[config.mk]
export PLATFORM = sky130hd
export DESIGN_NAME = fbsfc_ctrl
export DESIGN_NICKNAME = d
export VERILOG_FILES = /design/src/fbsfc_pkg.sv /design/src/fbsfc_pulse_if.sv /design/src/fbsfc_ctrl.sv /design/src/fbsfc_pulse_dec.sv
export VERILOG_INCLUDE_DIRS = /design/src
export SDC_FILE = /design/constraint.sdc
export NUM_CORES = 1
export LEC_CHECK = 0
export BUFFER_PORTS_ARGS = -buffer_cell sky130_fd_sc_hd__buf_2
export CAP_MARGIN = 40
export CORE_ASPECT_RATIO = 1.1
export CORE_MARGIN = 4
export CORE_UTILIZATION = 27
export DETAILED_ROUTE_END_ITERATION = 12
export HOLD_SLACK_MARGIN = 0.06
export PLACE_DENSITY = 0.49
export SLEW_MARGIN = 30
export SYNTH_ARGS = -nofsm -noshare
export SYNTH_HDL_FRONTEND = slang
export SYNTH_HIERARCHICAL = 1
export SYNTH_SLANG_ARGS = --single-unit
[constraint.sdc]
create_clock -name CLK_I -period 3.82 [get_ports CLK_I]
set_clock_uncertainty 0.05 [all_clocks]
set_input_delay 0.191 -clock CLK_I [delete_from_list [all_inputs] [get_ports CLK_I]]
set_output_delay 0.191 -clock CLK_I [all_outputs]
set_load 0.005 [all_outputs]
[src/fbsfc_params.svh]
// Purpose: timing counts and limits for the flyback start-up and fault sequencer
// Assumes: 25 MHz system clock, 40 ns period
// Notes:   counts derive from times by integer division (rounds down)
`ifndef FBSFC_PARAMS_SVH
`define FBSFC_PARAMS_SVH

// system clock
`define FBSFC_CLK_HZ       25000000
`define FBSFC_CLK_NS       40

// internal oscillator, nominal rate
`define FBSFC_OSC_HZ       30000
`define FBSFC_OSC_DIV      (`FBSFC_CLK_HZ / `FBSFC_OSC_HZ)

// gate on-time limits
`define FBSFC_SS_TON_NS    19000
`define FBSFC_SS_DUTY_PCT  70
`define FBSFC_CL_TON_NS    25000
`define FBSFC_SS_TON_CYC   (`FBSFC_SS_TON_NS / `FBSFC_CLK_NS)
`define FBSFC_CL_TON_CYC   (`FBSFC_CL_TON_NS / `FBSFC_CLK_NS)

// line crossing window and stop delay
`define FBSFC_XCAP_WIN_MS  64
`define FBSFC_XCAP_EDGES   3
`define FBSFC_XCAP_WIN_CYC (`FBSFC_XCAP_WIN_MS * 1000000 / `FBSFC_CLK_NS)
`define FBSFC_STOP_PULSES  3
`define FBSFC_STOP_DLY_MS  200
`define FBSFC_STOP_DLY_CYC (`FBSFC_STOP_DLY_MS * 1000000 / `FBSFC_CLK_NS)

// restart delay in oscillator cycles, soft-start ramp step
`define FBSFC_RESTART_OSC  1000
`define FBSFC_SS_STEP      1

// sync pulse width window in clock cycles
`define FBSFC_PW_MIN       2
`define FBSFC_PW_MAX       50

`endif

[src/fbsfc_pkg.sv]
// Purpose: types for the flyback start-up and fault sequencer
// Assumes: nothing
// Notes:   state structs are registered whole
package fbsfc_pkg;

   typedef enum logic [2:0] {
      ST_OFF,
      ST_FAULT,
      ST_WAIT,
      ST_SOFT,
      ST_CLOSED,
      ST_STOP,
      ST_LATCH
   } fbsfc_state_t;

   typedef struct packed {
      logic [3:0]   s1;
      logic [3:0]   s2;
      logic         uv_d;
      logic [9:0]   osc_cnt;
      logic         win_run;
      logic [31:0]  win_cnt;
      logic [1:0]   edges;
      logic         xcap;
      logic         dis;
      fbsfc_state_t st;
      logic         gate;
      logic [9:0]   on_cnt;
      logic [9:0]   ss_lim;
      logic [1:0]   offs;
      logic [19:0]  rst_cnt;
      logic [31:0]  stop_cnt;
      logic         ss_o;
      logic         cl_o;
      logic         sd_o;
   } fbsfc_ctl_t;

   typedef struct packed {
      logic [1:0]      s1;
      logic [1:0]      s2;
      logic [1:0][7:0] wid;
      logic [1:0]      evt;
   } fbsfc_dec_t;

endpackage

[src/fbsfc_pulse_if.sv]
// Purpose: carries decoded sync pulse events
// Assumes: single clock domain
// Notes:   events are one-cycle pulses
`timescale 1ns/1ps
`default_nettype none
interface fbsfc_pulse_if;
   logic on_evt;
   logic off_evt;
   modport dec (output on_evt, output off_evt);
   modport ctl (input on_evt, input off_evt);
endinterface
`default_nettype wire

[src/fbsfc_ctrl.sv]
// Purpose: primary-side start-up, sync follow and fault sequencer
// Assumes: threshold crossings arrive as asynchronous digital levels
// Notes:   oscillator tick divided from the system clock
`timescale 1ns/1ps
`default_nettype none
`include "fbsfc_params.svh"
module fbsfc_ctrl #(
   parameter logic [9:0]  OSC_DIV     = 10'(`FBSFC_OSC_DIV),
   parameter logic [19:0] RESTART_OSC = 20'(`FBSFC_RESTART_OSC),
   parameter logic [9:0]  SS_STEP     = 10'(`FBSFC_SS_STEP),
   parameter logic [31:0] XCAP_WIN    = 32'(`FBSFC_XCAP_WIN_CYC),
   parameter logic [31:0] STOP_DLY    = 32'(`FBSFC_STOP_DLY_CYC),
   parameter logic [7:0]  PW_MIN      = 8'(`FBSFC_PW_MIN),
   parameter logic [7:0]  PW_MAX      = 8'(`FBSFC_PW_MAX)
) (
   // clock and reset
   input  wire logic CLK_I,
   input  wire logic RST_B_I,
   // comparator levels
   input  wire logic LINE_UV_OK_I,
   input  wire logic LINE_OV_I,
   input  wire logic AUX_OV_I,
   input  wire logic OVERCURRENT_I,
   // sync pulse levels
   input  wire logic SYNC_POS_I,
   input  wire logic SYNC_NEG_I,
   // gate and status
   output var  logic GATE_DRIVE_O,
   output var  logic XCAP_MODE_O,
   output var  logic DISCHARGE_EN_O,
   output var  logic SOFTSTART_O,
   output var  logic CLOSED_LOOP_O,
   output var  logic SHUTDOWN_O
);

   localparam logic [9:0] SS_TON = 10'(`FBSFC_SS_TON_CYC);
   localparam logic [9:0] CL_TON = 10'(`FBSFC_CL_TON_CYC);
   localparam logic [1:0] EDGES  = 2'(`FBSFC_XCAP_EDGES);
   localparam logic [1:0] STOPS  = 2'(`FBSFC_STOP_PULSES);

   fbsfc_pkg::fbsfc_ctl_t r;
   fbsfc_pkg::fbsfc_ctl_t n;

   fbsfc_pulse_if pif ();

   fbsfc_pulse_dec #(
      .PW_MIN (PW_MIN),
      .PW_MAX (PW_MAX)
   ) u_dec (
      .clk_i   (CLK_I),
      .rst_b_i (RST_B_I),
      .pos_i   (SYNC_POS_I),
      .neg_i   (SYNC_NEG_I),
      .pif     (pif)
   );

   always_comb begin
      logic       osc_tick;
      logic       rise;
      logic [1:0] e_nxt;
      logic       line_ok;
      logic       line_ov;
      logic       aux_ov;
      logic       oc;
      logic [9:0] lim;
      osc_tick = 1'b0;
      rise     = 1'b0;
      e_nxt    = 2'h0;
      line_ok  = 1'b0;
      line_ov  = 1'b0;
      aux_ov   = 1'b0;
      oc       = 1'b0;
      lim      = 10'h000;
      n = r;

      // input synchronisers
      n.s1 = {OVERCURRENT_I, AUX_OV_I, LINE_OV_I, LINE_UV_OK_I};
      n.s2 = r.s1;
      line_ok = r.s2[0];
      line_ov = r.s2[1];
      aux_ov  = r.s2[2];
      oc      = r.s2[3];

      // oscillator tick
      osc_tick = (r.osc_cnt == OSC_DIV - 10'h001);
      n.osc_cnt = osc_tick ? 10'h000 : r.osc_cnt + 10'h001;

      // line crossing window
      n.uv_d = line_ok;
      rise = line_ok & ~r.uv_d;
      e_nxt = (rise && r.edges != EDGES) ? r.edges + 2'h1 : r.edges;
      if (!r.win_run) begin
         if (rise) begin
            n.win_run = 1'b1;
            n.win_cnt = 32'h0;
            n.edges   = 2'h1;
         end
      end else if (r.win_cnt == XCAP_WIN - 32'h1) begin
         if (e_nxt == EDGES) begin
            n.xcap = 1'b1;
            n.dis  = 1'b0;
         end else if (r.xcap) begin
            n.dis = 1'b1;
         end
         n.win_run = r.xcap | (e_nxt == EDGES);
         n.win_cnt = 32'h0;
         n.edges   = 2'h0;
      end else begin
         n.win_cnt = r.win_cnt + 32'h1;
         n.edges   = e_nxt;
         if (e_nxt == EDGES) begin
            n.xcap = 1'b1;
            n.dis  = 1'b0;
         end
      end

      // gate on-time counter
      n.on_cnt = r.gate ? r.on_cnt + 10'h001 : 10'h000;

      // sequencer
      case (r.st)
         fbsfc_pkg::ST_OFF: begin
            n.gate = 1'b0;
            if (line_ok && !line_ov) begin
               n.st     = fbsfc_pkg::ST_SOFT;
               n.ss_lim = 10'h000;
            end
         end
         fbsfc_pkg::ST_FAULT: begin
            n.gate = 1'b0;
            if (!line_ov && !aux_ov && !oc) begin
               n.st      = fbsfc_pkg::ST_WAIT;
               n.rst_cnt = 20'h0;
            end
         end
         fbsfc_pkg::ST_WAIT: begin
            n.gate = 1'b0;
            if (osc_tick) begin
               n.rst_cnt = r.rst_cnt + 20'h1;
               if (r.rst_cnt == RESTART_OSC - 20'h1) begin
                  n.st     = fbsfc_pkg::ST_SOFT;
                  n.ss_lim = 10'h000;
               end
            end
         end
         fbsfc_pkg::ST_SOFT: begin
            if (aux_ov || oc) begin
               n.gate = 1'b0;
               n.st   = fbsfc_pkg::ST_FAULT;
            end else if (pif.on_evt) begin
               n.gate    = 1'b1;
               n.st      = fbsfc_pkg::ST_CLOSED;
               n.offs    = 2'h0;
               n.rst_cnt = 20'h0;
            end else if (osc_tick) begin
               lim = (r.ss_lim >= SS_TON - SS_STEP) ? SS_TON : r.ss_lim + SS_STEP;
               n.ss_lim = lim;
               n.gate   = 1'b1;
            end else if (r.gate && (r.on_cnt >= r.ss_lim - 10'h001 || r.on_cnt >= SS_TON - 10'h001)) begin
               n.gate = 1'b0;
            end
         end
         fbsfc_pkg::ST_CLOSED: begin
            if (osc_tick) begin
               n.rst_cnt = r.rst_cnt + 20'h1;
            end
            if (pif.on_evt) begin
               n.gate    = ~oc;
               n.offs    = 2'h0;
               n.rst_cnt = 20'h0;
            end else if (pif.off_evt) begin
               n.gate    = 1'b0;
               n.offs    = r.offs + 2'h1;
               n.rst_cnt = 20'h0;
               if (r.offs == STOPS - 2'h1) begin
                  n.st       = fbsfc_pkg::ST_STOP;
                  n.stop_cnt = 32'h0;
               end
            end else if (oc) begin
               n.gate = 1'b0;
            end else if (r.gate && r.on_cnt == CL_TON - 10'h001) begin
               n.gate    = 1'b0;
               n.st      = fbsfc_pkg::ST_WAIT;
               n.rst_cnt = 20'h0;
            end else if (osc_tick && r.rst_cnt == RESTART_OSC - 20'h1) begin
               n.gate   = 1'b0;
               n.st     = fbsfc_pkg::ST_SOFT;
               n.ss_lim = 10'h000;
            end
         end
         fbsfc_pkg::ST_STOP: begin
            n.gate     = 1'b0;
            n.stop_cnt = r.stop_cnt + 32'h1;
            if (r.stop_cnt == STOP_DLY - 32'h1) begin
               n.st = fbsfc_pkg::ST_LATCH;
            end
         end
         fbsfc_pkg::ST_LATCH: begin
            n.gate = 1'b0;
         end
         default: begin
            n.gate = 1'b0;
            n.st   = fbsfc_pkg::ST_OFF;
         end
      endcase

      // line faults override all but shutdown
      if (r.st != fbsfc_pkg::ST_LATCH) begin
         if (!line_ok) begin
            n.gate = 1'b0;
            n.st   = fbsfc_pkg::ST_OFF;
         end else if (line_ov) begin
            n.gate = 1'b0;
            n.st   = fbsfc_pkg::ST_FAULT;
         end
      end

      // registered status
      n.ss_o = (n.st == fbsfc_pkg::ST_SOFT);
      n.cl_o = (n.st == fbsfc_pkg::ST_CLOSED);
      n.sd_o = (n.st == fbsfc_pkg::ST_LATCH);
   end

   always_ff @(posedge CLK_I or negedge RST_B_I) begin
      if (!RST_B_I) begin
         r <= '0;
      end else begin
         r <= n;
      end
   end

   // outputs
   assign GATE_DRIVE_O   = r.gate;
   assign XCAP_MODE_O    = r.xcap;
   assign DISCHARGE_EN_O = r.dis;
   assign SOFTSTART_O    = r.ss_o;
   assign CLOSED_LOOP_O  = r.cl_o;
   assign SHUTDOWN_O     = r.sd_o;

endmodule // fbsfc_ctrl
`default_nettype wire

[src/fbsfc_pulse_dec.sv]
// Purpose: qualifies positive and negative sync pulses by width
// Assumes: pulse levels arrive asynchronously
// Notes:   event fires on the falling edge of a valid pulse
`timescale 1ns/1ps
`default_nettype none
`include "fbsfc_params.svh"
module fbsfc_pulse_dec #(
   parameter logic [7:0] PW_MIN = 8'(`FBSFC_PW_MIN),
   parameter logic [7:0] PW_MAX = 8'(`FBSFC_PW_MAX)
) (
   // clock and reset
   input  wire logic   clk_i,
   input  wire logic   rst_b_i,
   // pulse levels
   input  wire logic   pos_i,
   input  wire logic   neg_i,
   // events
   fbsfc_pulse_if.dec  pif
);

   fbsfc_pkg::fbsfc_dec_t r;
   fbsfc_pkg::fbsfc_dec_t n;

   function automatic logic in_range(input logic [7:0] w);
      return (w >= PW_MIN) && (w <= PW_MAX);
   endfunction

   always_comb begin
      n = r;
      n.s1 = {neg_i, pos_i};
      n.s2 = r.s1;
      n.evt = 2'h0;
      for (int i = 0; i < 2; i++) begin
         if (r.s2[i]) begin
            if (r.wid[i] != 8'hff) begin
               n.wid[i] = r.wid[i] + 8'h01;
            end
         end else begin
            n.evt[i] = (r.wid[i] != 8'h00) && in_range(r.wid[i]);
            n.wid[i] = 8'h00;
         end
      end
   end

   always_ff @(posedge clk_i or negedge rst_b_i) begin
      if (!rst_b_i) begin
         r <= '0;
      end else begin
         r <= n;
      end
   end

   assign pif.on_evt  = r.evt[0];
   assign pif.off_evt = r.evt[1];

endmodule // fbsfc_pulse_dec
`default_nettype wire

==> results_dict.tcl, run 1 <==
set metrics [dict create \
    status "finished clean" \
    max_slew_margin_pct 49.0 \
    grt_start_max_net_pins 75 \
    core-area_um2 32300 \
    final_antenna_net_count 0 \
    htreeDepth 4 \
    netlist_instances 952 \
    async_flop_share_pct 100 \
    io_buffer_count 13 \
    path_max_fanout 9 \
    hold_buffers 7 \
    drv_slew 0 \
    reg2reg_from "r[57]$_DFFE_PN0P_" \
    synth_edf_count 0 \
    row_count 69 \
    antenna_found_initial 0 \
    grt_pass1_wl_mm 34.0 \
    dr.pass1.iters 5 \
    worstHoldPathType "primary input to async pin" \
    ys_types 73 \
    cp_data_required_time_ps 4100 \
    detail_route.wl_per_cell_um 13.8 \
    cellPowerDensity_nw_per_um2 387 \
    vias 6875 \
    dieArea_um2 35600 \
    synth_seq_cells 159 \
    critPathKind "register to register" \
    nNetsFinal 1004 \
    drv_cap 0 \
    gr-total-overflow 0 \
    worstSetupStartpointType "register" \
    avgSynthCellArea_um2 9.26 \
    worstMarginPinSlew_ps 760 \
    place.gp.congestion 0.777 \
    track_usage_pct 11.3 \
    syn_to_final_growth_pct 14.2 \
    clock_path_buffers 2 \
    tritoncts "built" \
    start_util_pct 27.3 \
    clk_pin_slew_worst_paths_ps 70 \
    crit_arrival_ps 3190 \
    yosys.area.top_type "dfrtp_1" \
    setup-tns-final_ps 0 \
    grt_pass1_vias 6661 \
    yosysSeqAreaShare_pct 45.1 \
    yosys_warnings 6 \
    max_freq_mhz 343 \
    cts_resized 0 \
    final-setup-viol-count 0 \
    post-dp-hpwl_mm 13.1 \
    vias_per_cell 4.89 \
    drive_above_1_share_pct 8.88 \
    diodes 0 \
    p_leak_uw 0.00428 \
    synth_nets 989 \
    drt-initial-drc-count 445 \
    synth_top_area_share_pct 45.1 \
    die_h_um 197 \
    drt-total-wl_mm 19.3 \
    cp-startpoint "r[57]$_DFFE_PN0P_" \
    hold_viol_final 0 \
    cp-end-kind "register" \
    cts_buffers 17 \
    n_fill_cell 3439 \
    synth_top_flop_cell "dfrtp_1" \
    ios 14 \
    clkSinkCount 159 \
    min_period_ps 2910 \
    max-vdd-ir-drop_mv 0.310 \
    period_share_pct 76.3 \
    fp.dieW_um 180 \
    rsz0062_at_grt "no" \
    drc 0 \
    syn_area_um2 8810 \
    synthTopCellsByArea "dfrtp_1 45%, ha_1 4.1%, nor2_1 3.9%" \
    dp_slack_ps 936 \
    clk_latency_ps 430 \
    ctsRootBufferMaster "clkbuf_16" \
    cts_setup_buffers 0 \
    layout_setup_ws_ps 907 \
]
-- cells in the mapped netlist, drive strengths merged, types with 13 or more instances --
master	n
mux2i	13
nand2	85
xnor2	29
nor2	91
dfrtp	159
a21oi	49
a31oi	30
nand4	28
nor4	24
or3	20
nor3	38
nand3	54
clkbuf	28
xor2	28
ha	29
o21ai	58
and3	20
inv	32
-- layout by cell type, fill, tap and decap left out, types with 6 or more instances in the layout --
| cell type | n |
|---|---|
| dfrtp_1 | 159 |
| nor2_1 | 91 |
| nand2_1 | 85 |
| nand3_1 | 53 |
| a21oi_1 | 49 |
| o21ai_0 | 46 |
| nor3_1 | 36 |
| inv_1 | 32 |
| a31oi_1 | 30 |
| xnor2_1 | 29 |
| ha_1 | 29 |
| nand4_1 | 28 |
| xor2_1 | 28 |
| nor4_1 | 20 |
| or3_1 | 19 |
| and3_1 | 18 |
| clkbuf_16 | 17 |
| mux2i_1 | 13 |
| buf_2 | 13 |
| buf_4 | 12 |
| o21ai_1 | 11 |
| and2_1 | 9 |
| nor2b_1 | 9 |
| nand2b_1 | 9 |
| o31ai_1 | 7 |
| dlygate4sd3_1 | 7 |
| o41ai_1 | 6 |
| or4_1 | 6 |
-- critical path: stages (launching register included) --
cell       delay (ps)
dfrtp_1           470
inv_1             150
ha_1              220
or3b_2            480
xor2_1            160
ha_1              200
a2111oi_0         340
nand2_1           110
o2111ai_1         190
a311oi_1          140
o41ai_1           320
-- metal layers --
layer / global-route usage, % / part of all wire, % / vias to the layer above
li1: - / - / 3506
met1: 15.4 / 51 / 3299
met2: 18.3 / 46 / 51
met3: 2.10 / 1.9 / 19
met4: 3.47 / 1.4 / 0
met5: 0 / 0 / -
-- registers in the layout, summed over array words and instances (netlist names) --
register	cells
SHUTDOWN_O	1
u_dec/r	18
u_dec/pif.on_evt	1
n	5
SOFTSTART_O	1
r	126
DISCHARGE_EN_O	1
XCAP_MODE_O	1
u_dec/pif.off_evt	1
CLOSED_LOOP_O	1
u_dec/n	2
GATE_DRIVE_O	1
-- power breakdown --
part | total (uW) | switching, uW | internal, uW
Clock | 1820 | 744 | 1080
Sequential | 1830 | 89.0 | 1740
Combinational | 245 | 144 | 101
-- final cells by class --
cell class / count / area, um^2 / area share (%)
multi-input combinational: 722 / 4540 / 45.1
tap: 426 / 533 / 5.29
clock inverter: 13 / 178 / 1.76
timing repair buffer: 35 / 268 / 2.66
inverter: 32 / 120 / 1.19
clock buffer: 19 / 453 / 4.50
sequential: 159 / 3980 / 39.5
-- worst paths after layout --
path	depth (start not counted)	slack, ps	endpoint
worst max register to register	10	910	GATE_DRIVE_O$_DFF_PN0_
worst min register to register	0	300	r[131]$_DFF_PN0_
worst max-delay path	10	910	GATE_DRIVE_O$_DFF_PN0_
worst min-delay path	2	240	r[17]$_DFFE_PN0P_
max in group asynchronous	3	2620	r[58]$_DFFE_PN0P_
min in group CLK_I	0	300	r[131]$_DFF_PN0_
-- cells by family (layout without fill, tap and decap cells) --
| group | count (synthesis) | in the layout | synth area share [%] |
|---|---|---|---|
| adder cells (fa/ha/maj) | 29 | 29 | 4.12 |
| multiplexers | 14 | 14 | 1.60 |
| buffers and inverters | 71 | 99 | 3.49 |
| XOR/XNOR | 57 | 57 | 5.66 |
| flip-flops | 159 | 159 | 45.1 |
| AND/OR/NAND/NOR | 422 | 422 | 25.4 |
| AO/OA/AOI/OAI | 200 | 200 | 14.6 |
-- metrics by stage --
step	util (%)	total power [uW]	cell area [um^2]	std cells	hold WS, ps
after floorplan	-	2010	8810	952	-155
after global placement	29.0	2100	9350	1365	147
after detailed placement	29.0	2110	9370	1367	152
after CTS	31.2	3960	10100	1406	243
after global routing	31.2	4080	10100	1406	296
final	31.2	3900	10100	1406	239
No activity file was read; power rests on OpenSTA's default activity.
==> run 2, diff against run 1 <==
PLACE_DENSITY = 0.5   (was 0.49)
clock period = 2.4 ns   (was 3.82 ns; I/O delays follow)
==> run 2 against run 1 <==
Effect of this change:
- sequential power grew 58%
- total power grew 62%
- first-iteration DRC count shrank 14%
- worst hold slack lost 48 ps
- the run now ends with negative setup slack left
- setup slack lost 1200 ps
- sequential cell count is the same
- combinational power grew 110%
- sequential share of layout area shrank 3.7 points
- cell area grew 10%
- clock power grew 59%
- clock-buffer cell count grew 2
- via count grew 6.7%
==> results_dict.tcl, run 2 (synthesized netlist as in run 1, its figures left out) <==
set metrics [dict create \
    place.gp.congestion 0.816 \
    design_area_um2 11100 \
    grt_pass1_wl_mm 35.6 \
    status "complete, but fails checks" \
    final-setup-viol-count 20 \
    layout_setup_ws_ps -262 \
    die_h_um 197 \
    drive_above_1_share_pct 20.9 \
    grt_pass1_vias 7270 \
    vias 7339 \
    mostFrequentLayoutCells "156 x dfrtp_1, 87 x nor2_1, 81 x nand2_1, 81 x buf_4, 51 x nand3_1" \
    diodes 0 \
    io_buffer_count 13 \
    dr.pass1.iters 7 \
    nNetsFinal 1089 \
    path_max_fanout 4 \
    drv_cap 0 \
    max_slew_margin_pct 50.2 \
    place_area_um2 9950 \
    largest_register_ffs 126 \
    post-route-util_pct 34.4 \
    fp.dieW_um 180 \
    antenna_found_initial 0 \
    row_count 69 \
    drt-total-wl_mm 20.8 \
    dieArea_um2 35600 \
    clk_latency_ps 430 \
    layout_commonest_cell "dfrtp_1" \
    cp-end-kind "register" \
    post-dp-hpwl_mm 14.0 \
    regMostFlops "r" \
    cp_data_required_time_ps 2680 \
    n_fill_cell 3341 \
    worstHoldPathType "primary input to async pin" \
    cellPowerDensity_nw_per_um2 568 \
    period_share_pct 111 \
    clk_pin_slew_worst_paths_ps 70 \
    ios 14 \
    crit_arrival_ps 2940 \
    violations "negative setup slack" \
    core-area_um2 32300 \
    clkSinkCount 159 \
    hold_viol_final 0 \
    track_usage_pct 11.8 \
    drv_slew 0 \
    vias_per_cell 4.93 \
    gr-total-overflow 0 \
    min_period_ps 2660 \
    tritoncts "built" \
    max-vdd-ir-drop_mv 0.427 \
    grt_start_max_net_pins 63 \
    worstSetupStartpointType "register" \
    p_leak_uw 0.00482 \
    htreeDepth 4 \
    drt-initial-drc-count 382 \
    syn_to_final_growth_pct 26.1 \
    critPathKind "register to register" \
    cts_buffers 17 \
    ctsRootBufferMaster "clkbuf_16" \
    worstMarginPinSlew_ps 741 \
    final_antenna_net_count 0 \
    max_freq_mhz 376 \
    start_util_pct 27.3 \
    detail_route.wl_per_cell_um 14.0 \
    drc 0 \
    rsz0062_at_grt "yes" \
    clock_path_buffers 2 \
]
-- run 2: cell count changes in the layout (fill, tap and decap cells not counted), moves of 6 or more --
cell,delta
buf_6,+14
buf_4,+69
a21oi_2,+6
a21oi_1,-6
o21ai_0,-22
o21ai_1,+18
-- run 2: per-stage QoR --
stage          power [uW]  setup TNS, ps  hold slack (ps)  std cells  setup slack (ps)
5_1_grt              6600          -3750              262       1490              -391
2_1_floorplan        3200           -183             -226        952              -183
3_5_place_dp         3420           -806              104       1439              -314
4_1_cts              6380           -849              212       1491              -264
3_3_place_gp         3410           -600              104       1439              -209
6_report             6310          -1020              191       1490              -262
-- run 2: critical path: stages (launching register included) --
cell and delay, ps:
dfrtp_2 420, or3_1 360, or3_4 360, nor3_4 120, xnor2_1 130, ha_1 290, a2111oi_4 310, a311oi_2 160
o41ai_2 360
-- run 2: layout make-up --
type,count,area (um^2),area share [%]
Timing Repair Buffer,120,993,8.94
Clock buffer,21,480,4.32
Sequential cell,159,3980,35.8
Clock inverter,10,153,1.37
Multi-Input combinational cell,722,4850,43.6
Inverter,32,120,1.08
Tap cell,426,533,4.80
-- run 2: worst paths after layout --
| path | cells after the start | end | slack (ps) | startpoint |
|---|---|---|---|---|
| max | 8 | GATE_DRIVE_O$_DFF_PN0_ | -260 | r[58]$_DFFE_PN0P_ |
| max reg2reg | 8 | GATE_DRIVE_O$_DFF_PN0_ | -260 | r[58]$_DFFE_PN0P_ |
| max in group asynchronous | 3 | r[58]$_DFFE_PN0P_ | 1340 | RST_B_I |
| min reg2reg | 0 | u_dec/r[18]$_DFF_PN0_ | 300 | u_dec/n[18]$_DFF_PN0_ |
| min in group CLK_I | 2 | u_dec/n[18]$_DFF_PN0_ | 280 | SYNC_POS_I |
| min | 2 | r[17]$_DFFE_PN0P_ | 190 | RST_B_I |
-- run 2: where the power goes --
| group | switching, uW | internal (uW) | leakage [uW] |
|---|---|---|---|
| Combinational | 278 | 229 | 0.00238 |
| Clock | 1140 | 1760 | 0.000313 |
| Sequential | 121 | 2780 | 0.00213 |
| Total | 1540 | 4770 | 0.00482 |
-- run 2: timing repair --
item                                    in CTS  in global routing
resized for setup                           50                 48
cloned                                       2                  0
endpoints found under the hold margin       64                  0
pin swaps                                   19                 24
buffers inserted                            13                  2
endpoints found under the setup margin      26                 60
hold buffers                                 7                  0
-- run 2: metal layers --
metal / track usage [%] / up-vias / share of wire, %
li1: - / 3676 / -
met2: 19.5 / 104 / 48
met1: 15.8 / 3538 / 49
met5: 0 / - / 0
met4: 3.39 / 0 / 1.2
met3: 2.27 / 21 / 2.7
